## src/core/mlc_params.svh

```systemverilog
// Constants for the message logic cell block: sizes, register map, field positions.
`ifndef MLC_PARAMS_SVH
`define MLC_PARAMS_SVH
`define MLC_NUM_CELLS      4
`define MLC_NUM_ELEM       12
`define MLC_ELEM_PER_CELL  3
`define MLC_NUM_IN         4
`define MLC_IN_REGS        5
`define MLC_NUM_IN_CFG     20
`define MLC_NUM_CELL_REGS  24
`define MLC_AW             12
`define MLC_REG_CELL       4'h0
`define MLC_REG_INPUT      4'h1
`define MLC_REG_STATUS     12'h200
`define MLC_IN_PRI_ADDR    0
`define MLC_IN_PRI_TYPE    1
`define MLC_IN_SEC_ADDR    3
`define MLC_IN_SEC_TYPE    4
`define MLC_IN_TRANS       2
`define MLC_TYPE_LOGIC_BIT 7
`define MLC_TYPE_INV_BIT   7
`define MLC_TYPE_STATE_BIT 6
`define MLC_TYPE_SENS_BIT  5
`define MLC_TYPE_FDBK_BIT  4
`define MLC_ADDER_MAX      4'h9
`define MLC_TR_PRI_RISE    0
`define MLC_TR_PRI_FALL    1
`define MLC_TR_SEC_RISE    2
`define MLC_TR_SEC_FALL    3
`define MLC_ST_CELL_LSB    16
`define MLC_ST_BUSY_BIT    20
`define MLC_ADDER_TABLE    {12'h900, 12'h800, 12'h700, 12'h600, 12'h500, \
                            12'h400, 12'h300, 12'h200, 12'h100, 12'h000}
`define MLC_HRESP_OKAY     1'b0
`endif

```

## src/core/mlc_pkg.sv

```systemverilog
// Types shared by the message logic cell modules.
`include "mlc_params.svh"
package mlc_pkg;
  typedef enum logic [1:0] {
    MLC_KIND_SWITCH = 2'h0,
    MLC_KIND_FDBK   = 2'h1,
    MLC_KIND_SENSOR = 2'h2
  } mlc_kind_e;
  typedef enum logic [1:0] {
    MLC_SCAN_IDLE  = 2'h0,
    MLC_SCAN_ISSUE = 2'h1,
    MLC_SCAN_EVAL  = 2'h3
  } mlc_scan_e;
  typedef struct packed {
    logic [1:0] pend;
    logic [1:0] pst;
    logic       prev;
    logic       primed;
  } mlc_edge_s;
  typedef struct packed {
    logic hready; logic hresp; logic [31:0] hrdata;
    logic wr_pend; logic rd_pend; logic [11:0] dp_addr;
    logic [`MLC_NUM_ELEM-1:0] el_state; logic [`MLC_NUM_ELEM-1:0] addr_nz;
    logic [`MLC_NUM_ELEM-1:0] logic_and; logic [`MLC_NUM_CELLS-1:0] cell_out;
    mlc_scan_e scan_st; logic [3:0] scan_idx;
    logic [`MLC_AW-1:0] msg_addr; mlc_kind_e msg_kind; logic msg_state; logic rx_ready;
    logic [`MLC_NUM_IN_CFG-1:0][7:0] in_cfg;
    logic tx_valid; logic [`MLC_AW-1:0] tx_addr; mlc_kind_e tx_kind; logic tx_state;
    logic [2:0] tx_src;
  } mlc_top_s;
endpackage

```

## src/core/mlc_mem_if.sv

```systemverilog
// Port group between the cell controller and the element configuration store.
`timescale 1ns/1ps
interface mlc_mem_if;
  logic [1:0]  we;
  logic [3:0]  widx;
  logic [15:0] wdata;
  logic [3:0]  ridx;
  logic [15:0] rdata;
  modport ctrl (output we, widx, wdata, ridx, input rdata);
  modport mem  (input we, widx, wdata, ridx, output rdata);
endinterface

```

## src/core/mlc_cfg_mem.sv

```systemverilog
// Element configuration store: one word per element, address in low byte, type in high.
`timescale 1ns/1ps
`include "mlc_params.svh"
module mlc_cfg_mem (
  input wire logic hclk,     // System clock.
  input wire logic hresetn,  // Asynchronous reset, active low.
  mlc_mem_if.mem   port      // Write and registered read port.
);
  logic [`MLC_NUM_ELEM-1:0][15:0] mem_reg;
  logic [15:0]                    rdata_reg;

  // Cleared at reset so every element starts undefined.
  always_ff @(posedge hclk or negedge hresetn) begin
    if (!hresetn) begin
      mem_reg   <= '0;
      rdata_reg <= 16'h0000;
    end else begin
      if (port.we[0]) begin
        mem_reg[port.widx][7:0] <= port.wdata[7:0];
      end
      if (port.we[1]) begin
        mem_reg[port.widx][15:8] <= port.wdata[15:8];
      end
      rdata_reg <= mem_reg[port.ridx];
    end
  end

  assign port.rdata = rdata_reg;
endmodule

```

## src/core/mlc_edge_unit.sv

```systemverilog
// One local input: edge detection and pending primary/secondary message requests.
`timescale 1ns/1ps
`include "mlc_params.svh"
module mlc_edge_unit (
  input  wire logic       hclk,     // System clock.
  input  wire logic       hresetn,  // Asynchronous reset, active low.
  input  wire logic       level,    // Input pin level.
  input  wire logic [3:0] trans,    // Transition selection value, low nibble.
  input  wire logic       pri_en,   // Primary address is nonzero.
  input  wire logic       sec_en,   // Secondary address is nonzero.
  input  wire logic [1:0] inv,      // Invert selection, secondary in bit 1.
  input  wire logic [1:0] ack,      // Request taken, secondary in bit 1.
  output logic      [1:0] pend,     // Pending request, secondary in bit 1.
  output logic      [1:0] pst       // State to send, secondary in bit 1.
);
  mlc_pkg::mlc_edge_s q, n;
  logic rise, fall;

  always_comb begin
    n = q;
    rise     = q.primed & level & ~q.prev;
    fall     = q.primed & ~level & q.prev;
    n.prev   = level;
    n.primed = 1'b1;
    n.pend   = q.pend & ~ack;
    if (pri_en && ((rise && trans[`MLC_TR_PRI_RISE]) || (fall && trans[`MLC_TR_PRI_FALL]))) begin
      n.pend[0] = 1'b1;
      n.pst[0]  = level ^ inv[0];
    end
    if (sec_en && ((rise && trans[`MLC_TR_SEC_RISE]) || (fall && trans[`MLC_TR_SEC_FALL]))) begin
      n.pend[1] = 1'b1;
      n.pst[1]  = level ^ inv[1];
    end
  end

  // The first cycle after reset only samples the level, so a high pin is no edge.
  always_ff @(posedge hclk or negedge hresetn) begin
    if (!hresetn) begin
      q <= '0;
    end else begin
      q <= n;
    end
  end

  assign pend = q.pend;
  assign pst  = q.pst;
endmodule

```

## src/core/mlc_top.sv

```systemverilog
// Message logic cell evaluator and input message generator with an AHB-Lite register slave.
// What this block does
// - Each cell has six configuration values.
// - Matching address, type, state sets element true.
// - Opposite state message clears a true element.
// - Zero address with OR logic is ignored.
// - Only A defined, B and C logic bits on OR: cell follows A.
// - Zero address with AND logic stays false.
// - B and C logic bits pick function.
// - Cell output follows its combination result.
// - Element address value spans 1 to 255.
// - Type decodes state, message type, adder.
// - Adder value 0 to 9 extends address.
// - Each input has primary and secondary messages.
// - Transition value picks messages and edges.
// - Invert selection sends true on low input.
// - High-to-low is falling, low-to-high rising.
`timescale 1ns/1ps
`include "mlc_params.svh"
module mlc_top (
  input  wire logic                    hclk,       // System clock, 100 MHz.
  input  wire logic                    hresetn,    // Asynchronous reset, active low.
  input  wire logic                    hsel,       // Slave select.
  input  wire logic [31:0]             haddr,      // Byte address.
  input  wire logic [1:0]              htrans,     // Transfer type.
  input  wire logic                    hwrite,     // Write when high.
  input  wire logic [2:0]              hsize,      // Word transfers only.
  input  wire logic [31:0]             hwdata,     // Write data.
  input  wire logic                    hready,     // Bus ready.
  output logic      [31:0]             hrdata,     // Read data.
  output logic                         hreadyout,  // Slave ready.
  output logic                         hresp,      // Always OKAY.
  input  wire logic                    rx_valid,   // Received bus message present.
  input  wire logic [`MLC_AW-1:0]      rx_addr,    // Received message address.
  input  wire logic [1:0]              rx_kind,    // Received message type.
  input  wire logic                    rx_state,   // Received message state.
  output logic                         rx_ready,   // Message taken.
  input  wire logic [`MLC_NUM_IN-1:0]  in_level,   // Local input levels.
  output logic                         tx_valid,   // Outgoing message present.
  output logic      [`MLC_AW-1:0]      tx_addr,    // Outgoing message address.
  output logic      [1:0]              tx_kind,    // Outgoing message type.
  output logic                         tx_state,   // Outgoing message state.
  input  wire logic                    tx_ready,   // Outgoing message taken.
  output logic      [`MLC_NUM_CELLS-1:0] cell_out  // Logic cell outputs.
);
  localparam logic [9:0][`MLC_AW-1:0] ADDER_TABLE = `MLC_ADDER_TABLE;
  localparam logic [3:0] LAST_ELEM = 4'hB;

  mlc_pkg::mlc_top_s q, n;
  mlc_mem_if         mem_bus ();
  logic [2*`MLC_NUM_IN-1:0] pend, pst, ack;
  logic              addr_ph, bus_rd, found;
  logic [7:0]        ty, ad;
  logic [31:0]       rd_word;
  logic              ab;
  int                base;

  function automatic mlc_pkg::mlc_kind_e kind_of(input logic [7:0] t);
    if (t[`MLC_TYPE_SENS_BIT]) begin
      return mlc_pkg::MLC_KIND_SENSOR;
    end else if (t[`MLC_TYPE_FDBK_BIT]) begin
      return mlc_pkg::MLC_KIND_FDBK;
    end
    return mlc_pkg::MLC_KIND_SWITCH;
  endfunction

  // address extended by adder; out-of-range adder values add nothing.
  function automatic logic [`MLC_AW-1:0] eff_addr(input logic [7:0] a, input logic [7:0] t);
    logic [`MLC_AW-1:0] wide;
    wide = {4'h0, a};
    if (t[3:0] <= `MLC_ADDER_MAX) begin
      return wide + ADDER_TABLE[t[3:0]];
    end
    return wide;
  endfunction

  mlc_cfg_mem u_mem (
    .hclk    (hclk),
    .hresetn (hresetn),
    .port    (mem_bus.mem)
  );

  // one primary and one secondary request per input
  genvar gi;
  generate
    for (gi = 0; gi < `MLC_NUM_IN; gi++) begin : g_in
      mlc_edge_unit u_edge (
        .hclk    (hclk),
        .hresetn (hresetn),
        .level   (in_level[gi]),
        .trans   (q.in_cfg[gi*`MLC_IN_REGS+`MLC_IN_TRANS][3:0]),
        .pri_en  (q.in_cfg[gi*`MLC_IN_REGS+`MLC_IN_PRI_ADDR] != 8'h00),
        .sec_en  (q.in_cfg[gi*`MLC_IN_REGS+`MLC_IN_SEC_ADDR] != 8'h00),
        .inv     ({q.in_cfg[gi*`MLC_IN_REGS+`MLC_IN_SEC_TYPE][`MLC_TYPE_INV_BIT],
                   q.in_cfg[gi*`MLC_IN_REGS+`MLC_IN_PRI_TYPE][`MLC_TYPE_INV_BIT]}),
        .ack     (ack[2*gi+1:2*gi]),
        .pend    (pend[2*gi+1:2*gi]),
        .pst     (pst[2*gi+1:2*gi])
      );
    end
  endgenerate

  // Read data for the word whose address phase was taken last cycle.
  always_comb begin
    rd_word = 32'h0000_0000;
    if (q.dp_addr[11:8] == `MLC_REG_CELL && q.dp_addr[7:2] < 6'(`MLC_NUM_CELL_REGS)) begin
      rd_word[7:0] = q.dp_addr[2] ? mem_bus.rdata[15:8] : mem_bus.rdata[7:0];
    end else if (q.dp_addr[11:8] == `MLC_REG_INPUT && q.dp_addr[7:2] < 6'(`MLC_NUM_IN_CFG)) begin
      rd_word[7:0] = q.in_cfg[q.dp_addr[6:2]];
    end else if (q.dp_addr == `MLC_REG_STATUS) begin
      rd_word[`MLC_NUM_ELEM-1:0] = q.el_state;
      rd_word[`MLC_ST_CELL_LSB +: `MLC_NUM_CELLS] = q.cell_out;
      rd_word[`MLC_ST_BUSY_BIT] = (q.scan_st != mlc_pkg::MLC_SCAN_IDLE);
    end
  end

  always_comb begin
    n             = q;
    ack           = '0;
    found         = 1'b0;
    base          = 0;
    ty            = mem_bus.rdata[15:8];
    ad            = mem_bus.rdata[7:0];
    ab            = 1'b0;
    addr_ph       = hsel & hready & htrans[1];
    bus_rd        = addr_ph & ~hwrite;
    mem_bus.we    = 2'b00;
    mem_bus.widx  = q.dp_addr[6:3];
    mem_bus.wdata = {hwdata[7:0], hwdata[7:0]};
    mem_bus.ridx  = bus_rd ? haddr[6:3] : q.scan_idx;
    n.hresp       = `MLC_HRESP_OKAY;

    // Reads take one wait state because cell configuration sits in the store.
    n.wr_pend = addr_ph & hwrite;
    n.rd_pend = bus_rd;
    if (addr_ph) begin
      n.dp_addr = haddr[11:0];
    end
    if (bus_rd) begin
      n.hready = 1'b0;
    end
    if (q.rd_pend) begin
      n.hready = 1'b1;
      n.hrdata = rd_word;
    end

    // Scanner walks all elements, one store read per element.
    case (q.scan_st)
      mlc_pkg::MLC_SCAN_IDLE: begin
        if (rx_valid && q.rx_ready) begin
          n.msg_addr  = rx_addr;
          n.msg_kind  = mlc_pkg::mlc_kind_e'(rx_kind);
          n.msg_state = rx_state;
          n.rx_ready  = 1'b0;
          n.scan_idx  = 4'h0;
          n.scan_st   = mlc_pkg::MLC_SCAN_ISSUE;
        end
      end
      mlc_pkg::MLC_SCAN_ISSUE: begin
        if (!bus_rd) begin
          n.scan_st = mlc_pkg::MLC_SCAN_EVAL;
        end
      end
      mlc_pkg::MLC_SCAN_EVAL: begin
        if (ad != 8'h00 && eff_addr(ad, ty) == q.msg_addr && kind_of(ty) == q.msg_kind) begin
          n.el_state[q.scan_idx] = (q.msg_state == ty[`MLC_TYPE_STATE_BIT]);
        end
        if (q.scan_idx == LAST_ELEM) begin
          n.scan_st  = mlc_pkg::MLC_SCAN_IDLE;
          n.rx_ready = 1'b1;
        end else begin
          n.scan_idx = q.scan_idx + 4'h1;
          n.scan_st  = mlc_pkg::MLC_SCAN_ISSUE;
        end
      end
      default: begin
        n.scan_st  = mlc_pkg::MLC_SCAN_IDLE;
        n.rx_ready = 1'b1;
      end
    endcase

    // two values per element, six per cell
    if (q.wr_pend) begin
      if (q.dp_addr[11:8] == `MLC_REG_CELL && q.dp_addr[7:2] < 6'(`MLC_NUM_CELL_REGS)) begin
        mem_bus.we = q.dp_addr[2] ? 2'b10 : 2'b01;
        if (q.dp_addr[2]) begin
          n.logic_and[q.dp_addr[6:3]] = hwdata[`MLC_TYPE_LOGIC_BIT];
        end else begin
          n.addr_nz[q.dp_addr[6:3]] = (hwdata[7:0] != 8'h00);
          if (hwdata[7:0] == 8'h00) begin
            n.el_state[q.dp_addr[6:3]] = 1'b0;
          end
        end
      end else if (q.dp_addr[11:8] == `MLC_REG_INPUT && q.dp_addr[7:2] < 6'(`MLC_NUM_IN_CFG)) begin
        n.in_cfg[q.dp_addr[6:2]] = hwdata[7:0];
      end
    end

    for (int c = 0; c < `MLC_NUM_CELLS; c++) begin
      ab = q.logic_and[3*c+1] ? (q.el_state[3*c] & q.el_state[3*c+1])
                              : (q.el_state[3*c] | q.el_state[3*c+1]);
      n.cell_out[c] = q.logic_and[3*c+2] ? (ab & q.el_state[3*c+2]) : (ab | q.el_state[3*c+2]);
    end

    // Outgoing message stands until taken; lowest pending request goes next.
    if (!q.tx_valid || tx_ready) begin
      n.tx_valid = 1'b0;
      for (int j = 0; j < 2*`MLC_NUM_IN; j++) begin
        if (!found && pend[j]) begin
          found      = 1'b1;
          ack[j]     = 1'b1;
          base       = (j / 2) * `MLC_IN_REGS + ((j % 2) != 0 ? `MLC_IN_SEC_ADDR : 0);
          n.tx_valid = 1'b1;
          n.tx_addr  = eff_addr(q.in_cfg[base], q.in_cfg[base+1]);
          n.tx_kind  = kind_of(q.in_cfg[base+1]);
          n.tx_state = pst[j];
          n.tx_src   = 3'(j);
        end
      end
    end
  end

  always_ff @(posedge hclk or negedge hresetn) begin
    if (!hresetn) begin
      q          <= '0;
      q.hready   <= 1'b1;
      q.rx_ready <= 1'b1;
    end else begin
      q <= n;
    end
  end

  assign hrdata    = q.hrdata;
  assign hreadyout = q.hready;
  assign hresp     = q.hresp;
  assign rx_ready  = q.rx_ready;
  assign tx_valid  = q.tx_valid;
  assign tx_addr   = q.tx_addr;
  assign tx_kind   = q.tx_kind;
  assign tx_state  = q.tx_state;
  assign cell_out  = q.cell_out;
endmodule

```

## config.mk

```make
export PLATFORM = sky130hd
export DESIGN_NAME = mlc_top
export DESIGN_NICKNAME = d
export VERILOG_FILES = /design/src/core/mlc_pkg.sv /design/src/core/mlc_mem_if.sv /design/src/core/mlc_cfg_mem.sv /design/src/core/mlc_edge_unit.sv /design/src/core/mlc_top.sv
export VERILOG_INCLUDE_DIRS = /design/src /design/src/core
export SDC_FILE = /design/constraint.sdc
export NUM_CORES = 1
export LEC_CHECK = 0
export BUFFER_PORTS_ARGS = -buffer_cell sky130_fd_sc_hd__buf_4
export CAP_MARGIN = 20
export CORE_ASPECT_RATIO = 2
export CORE_UTILIZATION = 50
export CTS_CLUSTER_DIAMETER = 150
export CTS_CLUSTER_SIZE = 10
export DETAILED_ROUTE_END_ITERATION = 8
export GPL_TIMING_DRIVEN = 1
export PLACE_DENSITY = 0.68
export SETUP_SLACK_MARGIN = 0.05
export SLEW_MARGIN = 20
export SYNTH_ARGS = -nofsm -noshare
export SYNTH_HDL_FRONTEND = slang
export SYNTH_SLANG_ARGS = --single-unit
```

## constraint.sdc

```tcl
create_clock -name hclk -period 6.31 [get_ports hclk]
set_input_delay 0.9465 -clock hclk [delete_from_list [all_inputs] [get_ports hclk]]
set_output_delay 0.9465 -clock hclk [all_outputs]
set_load 0.01 [all_outputs]
```

### Word-level counts from Yosys, hierarchy flattened

Memory sizes are Yosys's and may differ from the RTL's.
Cells that the tools add are included.

* output and inout bits: 55
* ROM bits: 1728
* register bits: 499
* memories: 9

* eq/ne operators: 12
* mux-type cells: 215
* reduce and logical (&&, ||, !) cells: 81
* add/sub/neg operators: 10
* $lt $le $gt $ge: 27
* bitwise gates (word level): 66

Memory list
* (name not given): depth 16, width 12, read ports 1, clocked after memory_dff 0, wr ports 0, RTL line mlc_top.sv:72 `return wide + ADDER_TABLE[t[3:0]];`
* (name not given): depth 16, width 12, read ports 1, clocked after memory_dff 0, wr ports 0, RTL line mlc_top.sv:72
* (name not given): depth 16, width 12, read ports 1, clocked after memory_dff 0, wr ports 0, RTL line mlc_top.sv:72
* (name not given): depth 16, width 12, read ports 1, clocked after memory_dff 0, wr ports 0, RTL line mlc_top.sv:72
* (name not given): depth 16, width 12, read ports 1, clocked after memory_dff 0, wr ports 0, RTL line mlc_top.sv:72
* (name not given): depth 16, width 12, read ports 1, clocked after memory_dff 0, wr ports 0, RTL line mlc_top.sv:72
* +3 memories

Operators with widths (count)
* $mux 12: 33
* $bwmux 192: 2
* $mux 192: 2
* $bwmux 160: 1
* $mux 19: 8
* $demux 16 s4: 2
* $add 8x12->12: 9
* $mux 1: 104
* $reduce_bool 8->1: 11
* $mux 36: 2
* $bmux 16 s4: 1
* $mux 2: 32
* $lt 4x5->1 const B: 12
* $mux 8: 7
* $bmux 8 s5: 1
* $demux 8 s5: 1
* $logic_and 1x1->1: 39
* $bwmux 12: 3
* $le 4x4->1 const B: 9
* $mux 16: 2
* $and 1x1->1: 28
* $mux 24: 1
* $mux 22: 1
* $mux 4: 4
* 34 further kinds: 96

### Logic depth before layout (Yosys ltp)

* word-level depth: 34
* gate-level depth with buffers: 9
* mapped depth without buffers: 6

### Cells and area by module

Synthesis repeated with hierarchy kept, for this count alone.

* cells, all modules: 2009
* area total of the unflattened synthesis: 24785.0 um^2

By module, submodules not included
* mlc_top: cells each 1244, times used 1, area an instance 14099.8 um^2
* mlc_cfg_mem: cells each 613, times used 1, area an instance 9213.8 um^2
* mlc_edge_unit: cells each 38, times used 4, area an instance 367.9 um^2

### Worst setup path after synthesis

No wires, ideal clock.

* kind: in2reg
* from: input port hwrite
* to: register u_mem.rdata_reg[10], in the netlist u_mem.port.rdata[10]
* stages: 5
* buffers on the path: 1
* arrival: 2.616 ns
* slack: 3.573 ns
* cell sequence: nand4b_4 > mux2i_4 > buf_2 > mux4_2 > a32o_1

* cells in the longest elaborated chain, start to end: 5

Ends and longest elaborated chain
* start, declared: RTL line mlc_top.sv:26 `input wire logic hwrite,`
* $not 1->1: RTL line mlc_top.sv:126 `bus_rd = addr_ph & ~hwrite;`
* $and 1x1->1: RTL line mlc_top.sv:126
* $mux 4: RTL line mlc_top.sv:130 `mem_bus.ridx = bus_rd ? haddr[6:3] : q.scan_idx;`
* $bmux 16 s4: RTL line mlc_cfg_mem.sv:24 `rdata_reg <= mem_reg[port.ridx];`
* $mux 16 (not written as such): RTL line mlc_cfg_mem.sv:24
* end signal, assigned: RTL line mlc_cfg_mem.sv:24
* end, declared: RTL line mlc_cfg_mem.sv:10 `logic [15:0] rdata_reg;`

No other way between the ends. The select of a mux whose other input is x is not followed.
A chain may end at the register's enable or synchronous reset.

### Worst setup path in the final report

* from: register q (netlist bit mem_bus.widx[0])
* to: register q (netlist bit hrdata[0])

* cells in the longest elaborated chain, start to end: 4
* elaborated cells between the ends (all ways): 10

Ends and longest elaborated chain
* start, declared: RTL line mlc_top.sv:49 `mlc_pkg::mlc_top_s q, n;`
* start signal, assigned: RTL line mlc_top.sv:229 `q <= n;`
* $bmux 8 s5, or another cell as far along: RTL line mlc_top.sv:109 `rd_word[7:0] = q.in_cfg[q.dp_addr[6:2]];`
* $mux 8 (not written as such), or another cell as far along: RTL line mlc_top.sv:109
* $mux 8: RTL line mlc_top.sv:108 `` end else if (q.dp_addr[11:8] == `MLC_REG_INPUT && q.dp_addr[7:2] < 6'(`MLC_NUM_IN_CFG)) begin ``
* $mux 8 *: RTL line mlc_top.sv:106 `` if (q.dp_addr[11:8] == `MLC_REG_CELL && q.dp_addr[7:2] < 6'(`MLC_NUM_CELL_REGS)) begin ``

Mark *: on every way between the ends. The rest lies on a longest branch, timed or not. The select of a mux whose other input is x is not followed.

==> flow_summary_export.csv <==
group,metric,value,unit
outcome,status,"finished clean",
global_routing,grt_antenna_before_repair,1,
logic_synthesis,ys.warnings.count,0,
placement,gp_congestion,0.971,
sta,finalSetupTns,0,ns
cts,numCtsBuffers,54,
detailed_routing,wl,70.7,mm
sta,slew_viol_final,0,
placement,dp_hpwl,49.7,mm
floorplanning,dieArea,48100,um2
global_routing,grt_pass1_wl,107,mm
logic_synthesis,netlist-cell-type-count,73,
cts,cts.reportedPaths.clkPinSlew,0.06,ns
logic_synthesis,async_flop_share,1.00,
global_routing,grt_max_degree,165,
cts,htree_levels,2,
global_routing,grt_pass1_vias,16700,
setup_path,worstPathMaxFanout,25,
finish,largest_reg_flops,211,
floorplanning,start_util,0.506,
detailed_routing,drc,0,
logic_synthesis,netlist_area,23600,um2
sta,fin_skew,0.0331,ns
floorplanning,die_w,156,um
power,ir_worst_vdd,226,uV
power,p_per_area,263,nW/um2
placement,portBuffers,85,
finish,fin_nets,2015,
hold_path,hold_path_class,"in2async",
sta,period_minus_slack,3.56,ns
floorplanning,fp-row-count,112,
logic_synthesis,synth_ff_type,"dfrtp_1",
setup_path,cp_slowest_stage_delay,0.90,ns
job,cap_viol_max_count,0,
cts,postCtsSetupBuffers,0,
sta,timing.fmax,281,MHz
sta,slew_headroom,0.231,
logic_synthesis,ys_ff_latch,483,
finish,nFillCells,3945,
detailed_routing,firstDrtPassIters,5,
detailed_routing,antenna_left,0,
floorplanning,die_y,309,um
detailed_routing,initialDrtViolationCount,1088,
cts,clock_sinks,483,
detailed_routing,routedWlPerCell,27.6,um
sta,worst_pin_slew,1.14,ns
cts,cts-resized-gates,0,
cts,tritoncts,"done",
cts,cts_buffer_depth,3,
logic_synthesis,seq_area_frac_synth,0.512,
cts,clk_latency,0.62,ns
floorplanning,ios,150,
logic_synthesis,synth_edf_count,0,
finish,fin_util,0.555,
setup_path,setup.worst_path.end_class,"register",
detailed_routing,via_per_inst,6.23,
setup_path,worstPathCellList,"buf_4 > mux4_2 > mux2i_1 > nor2_1 > a211oi_1 > o21ai_0",
power,total_power,6.80,mW
finish,area_delta_synth_final,9.69,%
setup_path,crit_required,6.75,ns
finish,drive_gt1_frac,0.352,
sta,period_share,0.564,
logic_synthesis,synthCells,1904,
setup_path,critPathLaunchType,"register",
cts,ctsHoldBuffers,0,
setup_path,critical_path_class,"reg2reg",
floorplanning,core,46700,um2
global_routing,grtUsageTotal,0.306,
global_routing,overflow,0,
logic_synthesis,avgSynthCellArea,12.4,um2
cts,root_buffer,"clkbuf_16",
detailed_routing,num_vias,15900,
sta,finalHoldViolCount,0,
power,power_leakage,11.4,nW
setup_path,cp_slowest_cell,"dfrtp_2",
sta,rsz0062_at_grt,"no",
setup_path,worstPathArrival,4.00,ns
sta,setup_viol,0,
-- report_power, final --
group	total (mW)	switching, mW	leakage (nW)	internal (mW)
registers	3.33	0.109	6.26	3.22
clock network	2.77	1.24	0.708	1.54
logic	0.693	0.407	4.45	0.287
-- critical path, delay by kind of cell (launching register included) --
kind,cells,cell delay (ns)
multiplexers,2,1.13
flip-flops,1,0.90
AO/OA/AOI/OAI,2,0.68
buffers and inverters,1,0.54
AND/OR/NAND/NOR,1,0.10
-- layout by cell type, fill, tap and decap left out, types with 17 or more instances in the layout --
| cell type | count |
|---|---|
| a31oi_1 | 31 |
| nand2_1 | 175 |
| mux2_2 | 387 |
| clkbuf_16 | 54 |
| nor2b_1 | 20 |
| a32o_1 | 33 |
| buf_4 | 109 |
| nor2_2 | 24 |
| nor2_1 | 71 |
| dfrtp_1 | 479 |
| mux4_2 | 56 |
| nor4_1 | 26 |
| nand3_1 | 43 |
| inv_1 | 25 |
| conb_1 | 17 |
| mux2i_1 | 41 |
| o21ai_0 | 81 |
-- per-layer routing --
layer,share of wire,GRT usage
met1,0.33,0.310
met3,0.041,0.0432
met2,0.53,0.548
met5,0,0
met4,0.096,0.263
-- worst paths after layout --
path	start	end	slack, ns	cells after the start
worst max register to register	mem_bus.widx[0]	hrdata[0]	2.75	6
worst max-delay path	mem_bus.widx[0]	hrdata[0]	2.75	6
worst min register to register	g_in[3].u_edge.pst[1]	g_in[3].u_edge.pst[1]	0.48	2
min in group hclk	g_in[3].u_edge.pst[1]	g_in[3].u_edge.pst[1]	0.48	2
worst min-delay path	hresetn	q[163]	0.37	1
max in group asynchronous	hresetn	q[95]	4.49	2
-- cells in the mapped netlist (7+ instances only) --
library cell,instances,area [um2]
nand4_1,7,43.8
a32o_1,33,330
buf_1,7,26.3
nor3_1,13,65.1
buf_2,29,145
nand3_1,43,215
inv_1,25,93.8
clkbuf_1,74,278
nor2_1,71,267
mux2_2,387,4360
a221o_1,12,120
nand3b_1,9,67.6
mux2i_1,41,410
xnor2_1,14,123
a211oi_1,8,60.1
buf_4,58,435
o211ai_1,9,67.6
o21ai_0,81,405
dfrtp_1,481,12000
nor2b_1,21,131
nor2_2,24,150
o2111ai_1,12,105
mux4_2,56,1260
a21oi_1,15,75.1
o311ai_0,7,61.3
xor2_1,9,78.8
a221oi_1,13,114
a22o_1,9,78.8
a31oi_1,31,194
maj3_1,8,80.1
nand2_2,13,81.3
nor4_1,26,163
nand2b_1,14,87.6
nand2_1,175,657
-- final cells by class --
type	count	area (um2)	area share
multi-input combinational	1240	10600	0.409
sequential	483	12100	0.467
timing repair buffer	112	873	0.0337
tap	627	785	0.0303
clock buffer	64	1390	0.0537
antenna	1	2.50	0.0000967
inverter	25	93.8	0.00363
clock inverter	4	67.6	0.00261
-- cells by family (layout without fill, tap and decap cells) --
family	Yosys count	in the layout	synth area share
AO/OA/AOI/OAI	248	248	0.0744
XOR/XNOR	23	23	0.00854
adder cells (fa/ha/maj)	12	12	0.00552
buffers and inverters	196	205	0.0429
flip-flops	483	483	0.512
multiplexers	486	486	0.257
other	2	18	0.000318
AND/OR/NAND/NOR	454	454	0.0985
-- stage by stage --
stage | instances | setup WS [ns] | hold WS [ns] | area (um2)
global placement | 2487 | 2.46 | 0.471 | 24400
global route | 2555 | 2.66 | 0.443 | 25900
CTS | 2555 | 2.86 | 0.407 | 25900
floorplan | 1919 | 3.57 | 0.450 | 23700
detailed placement | 2487 | 2.40 | 0.471 | 24400
finish | 2556 | 2.75 | 0.370 | 25900
Note: power is estimated with default switching activity, not from simulation.
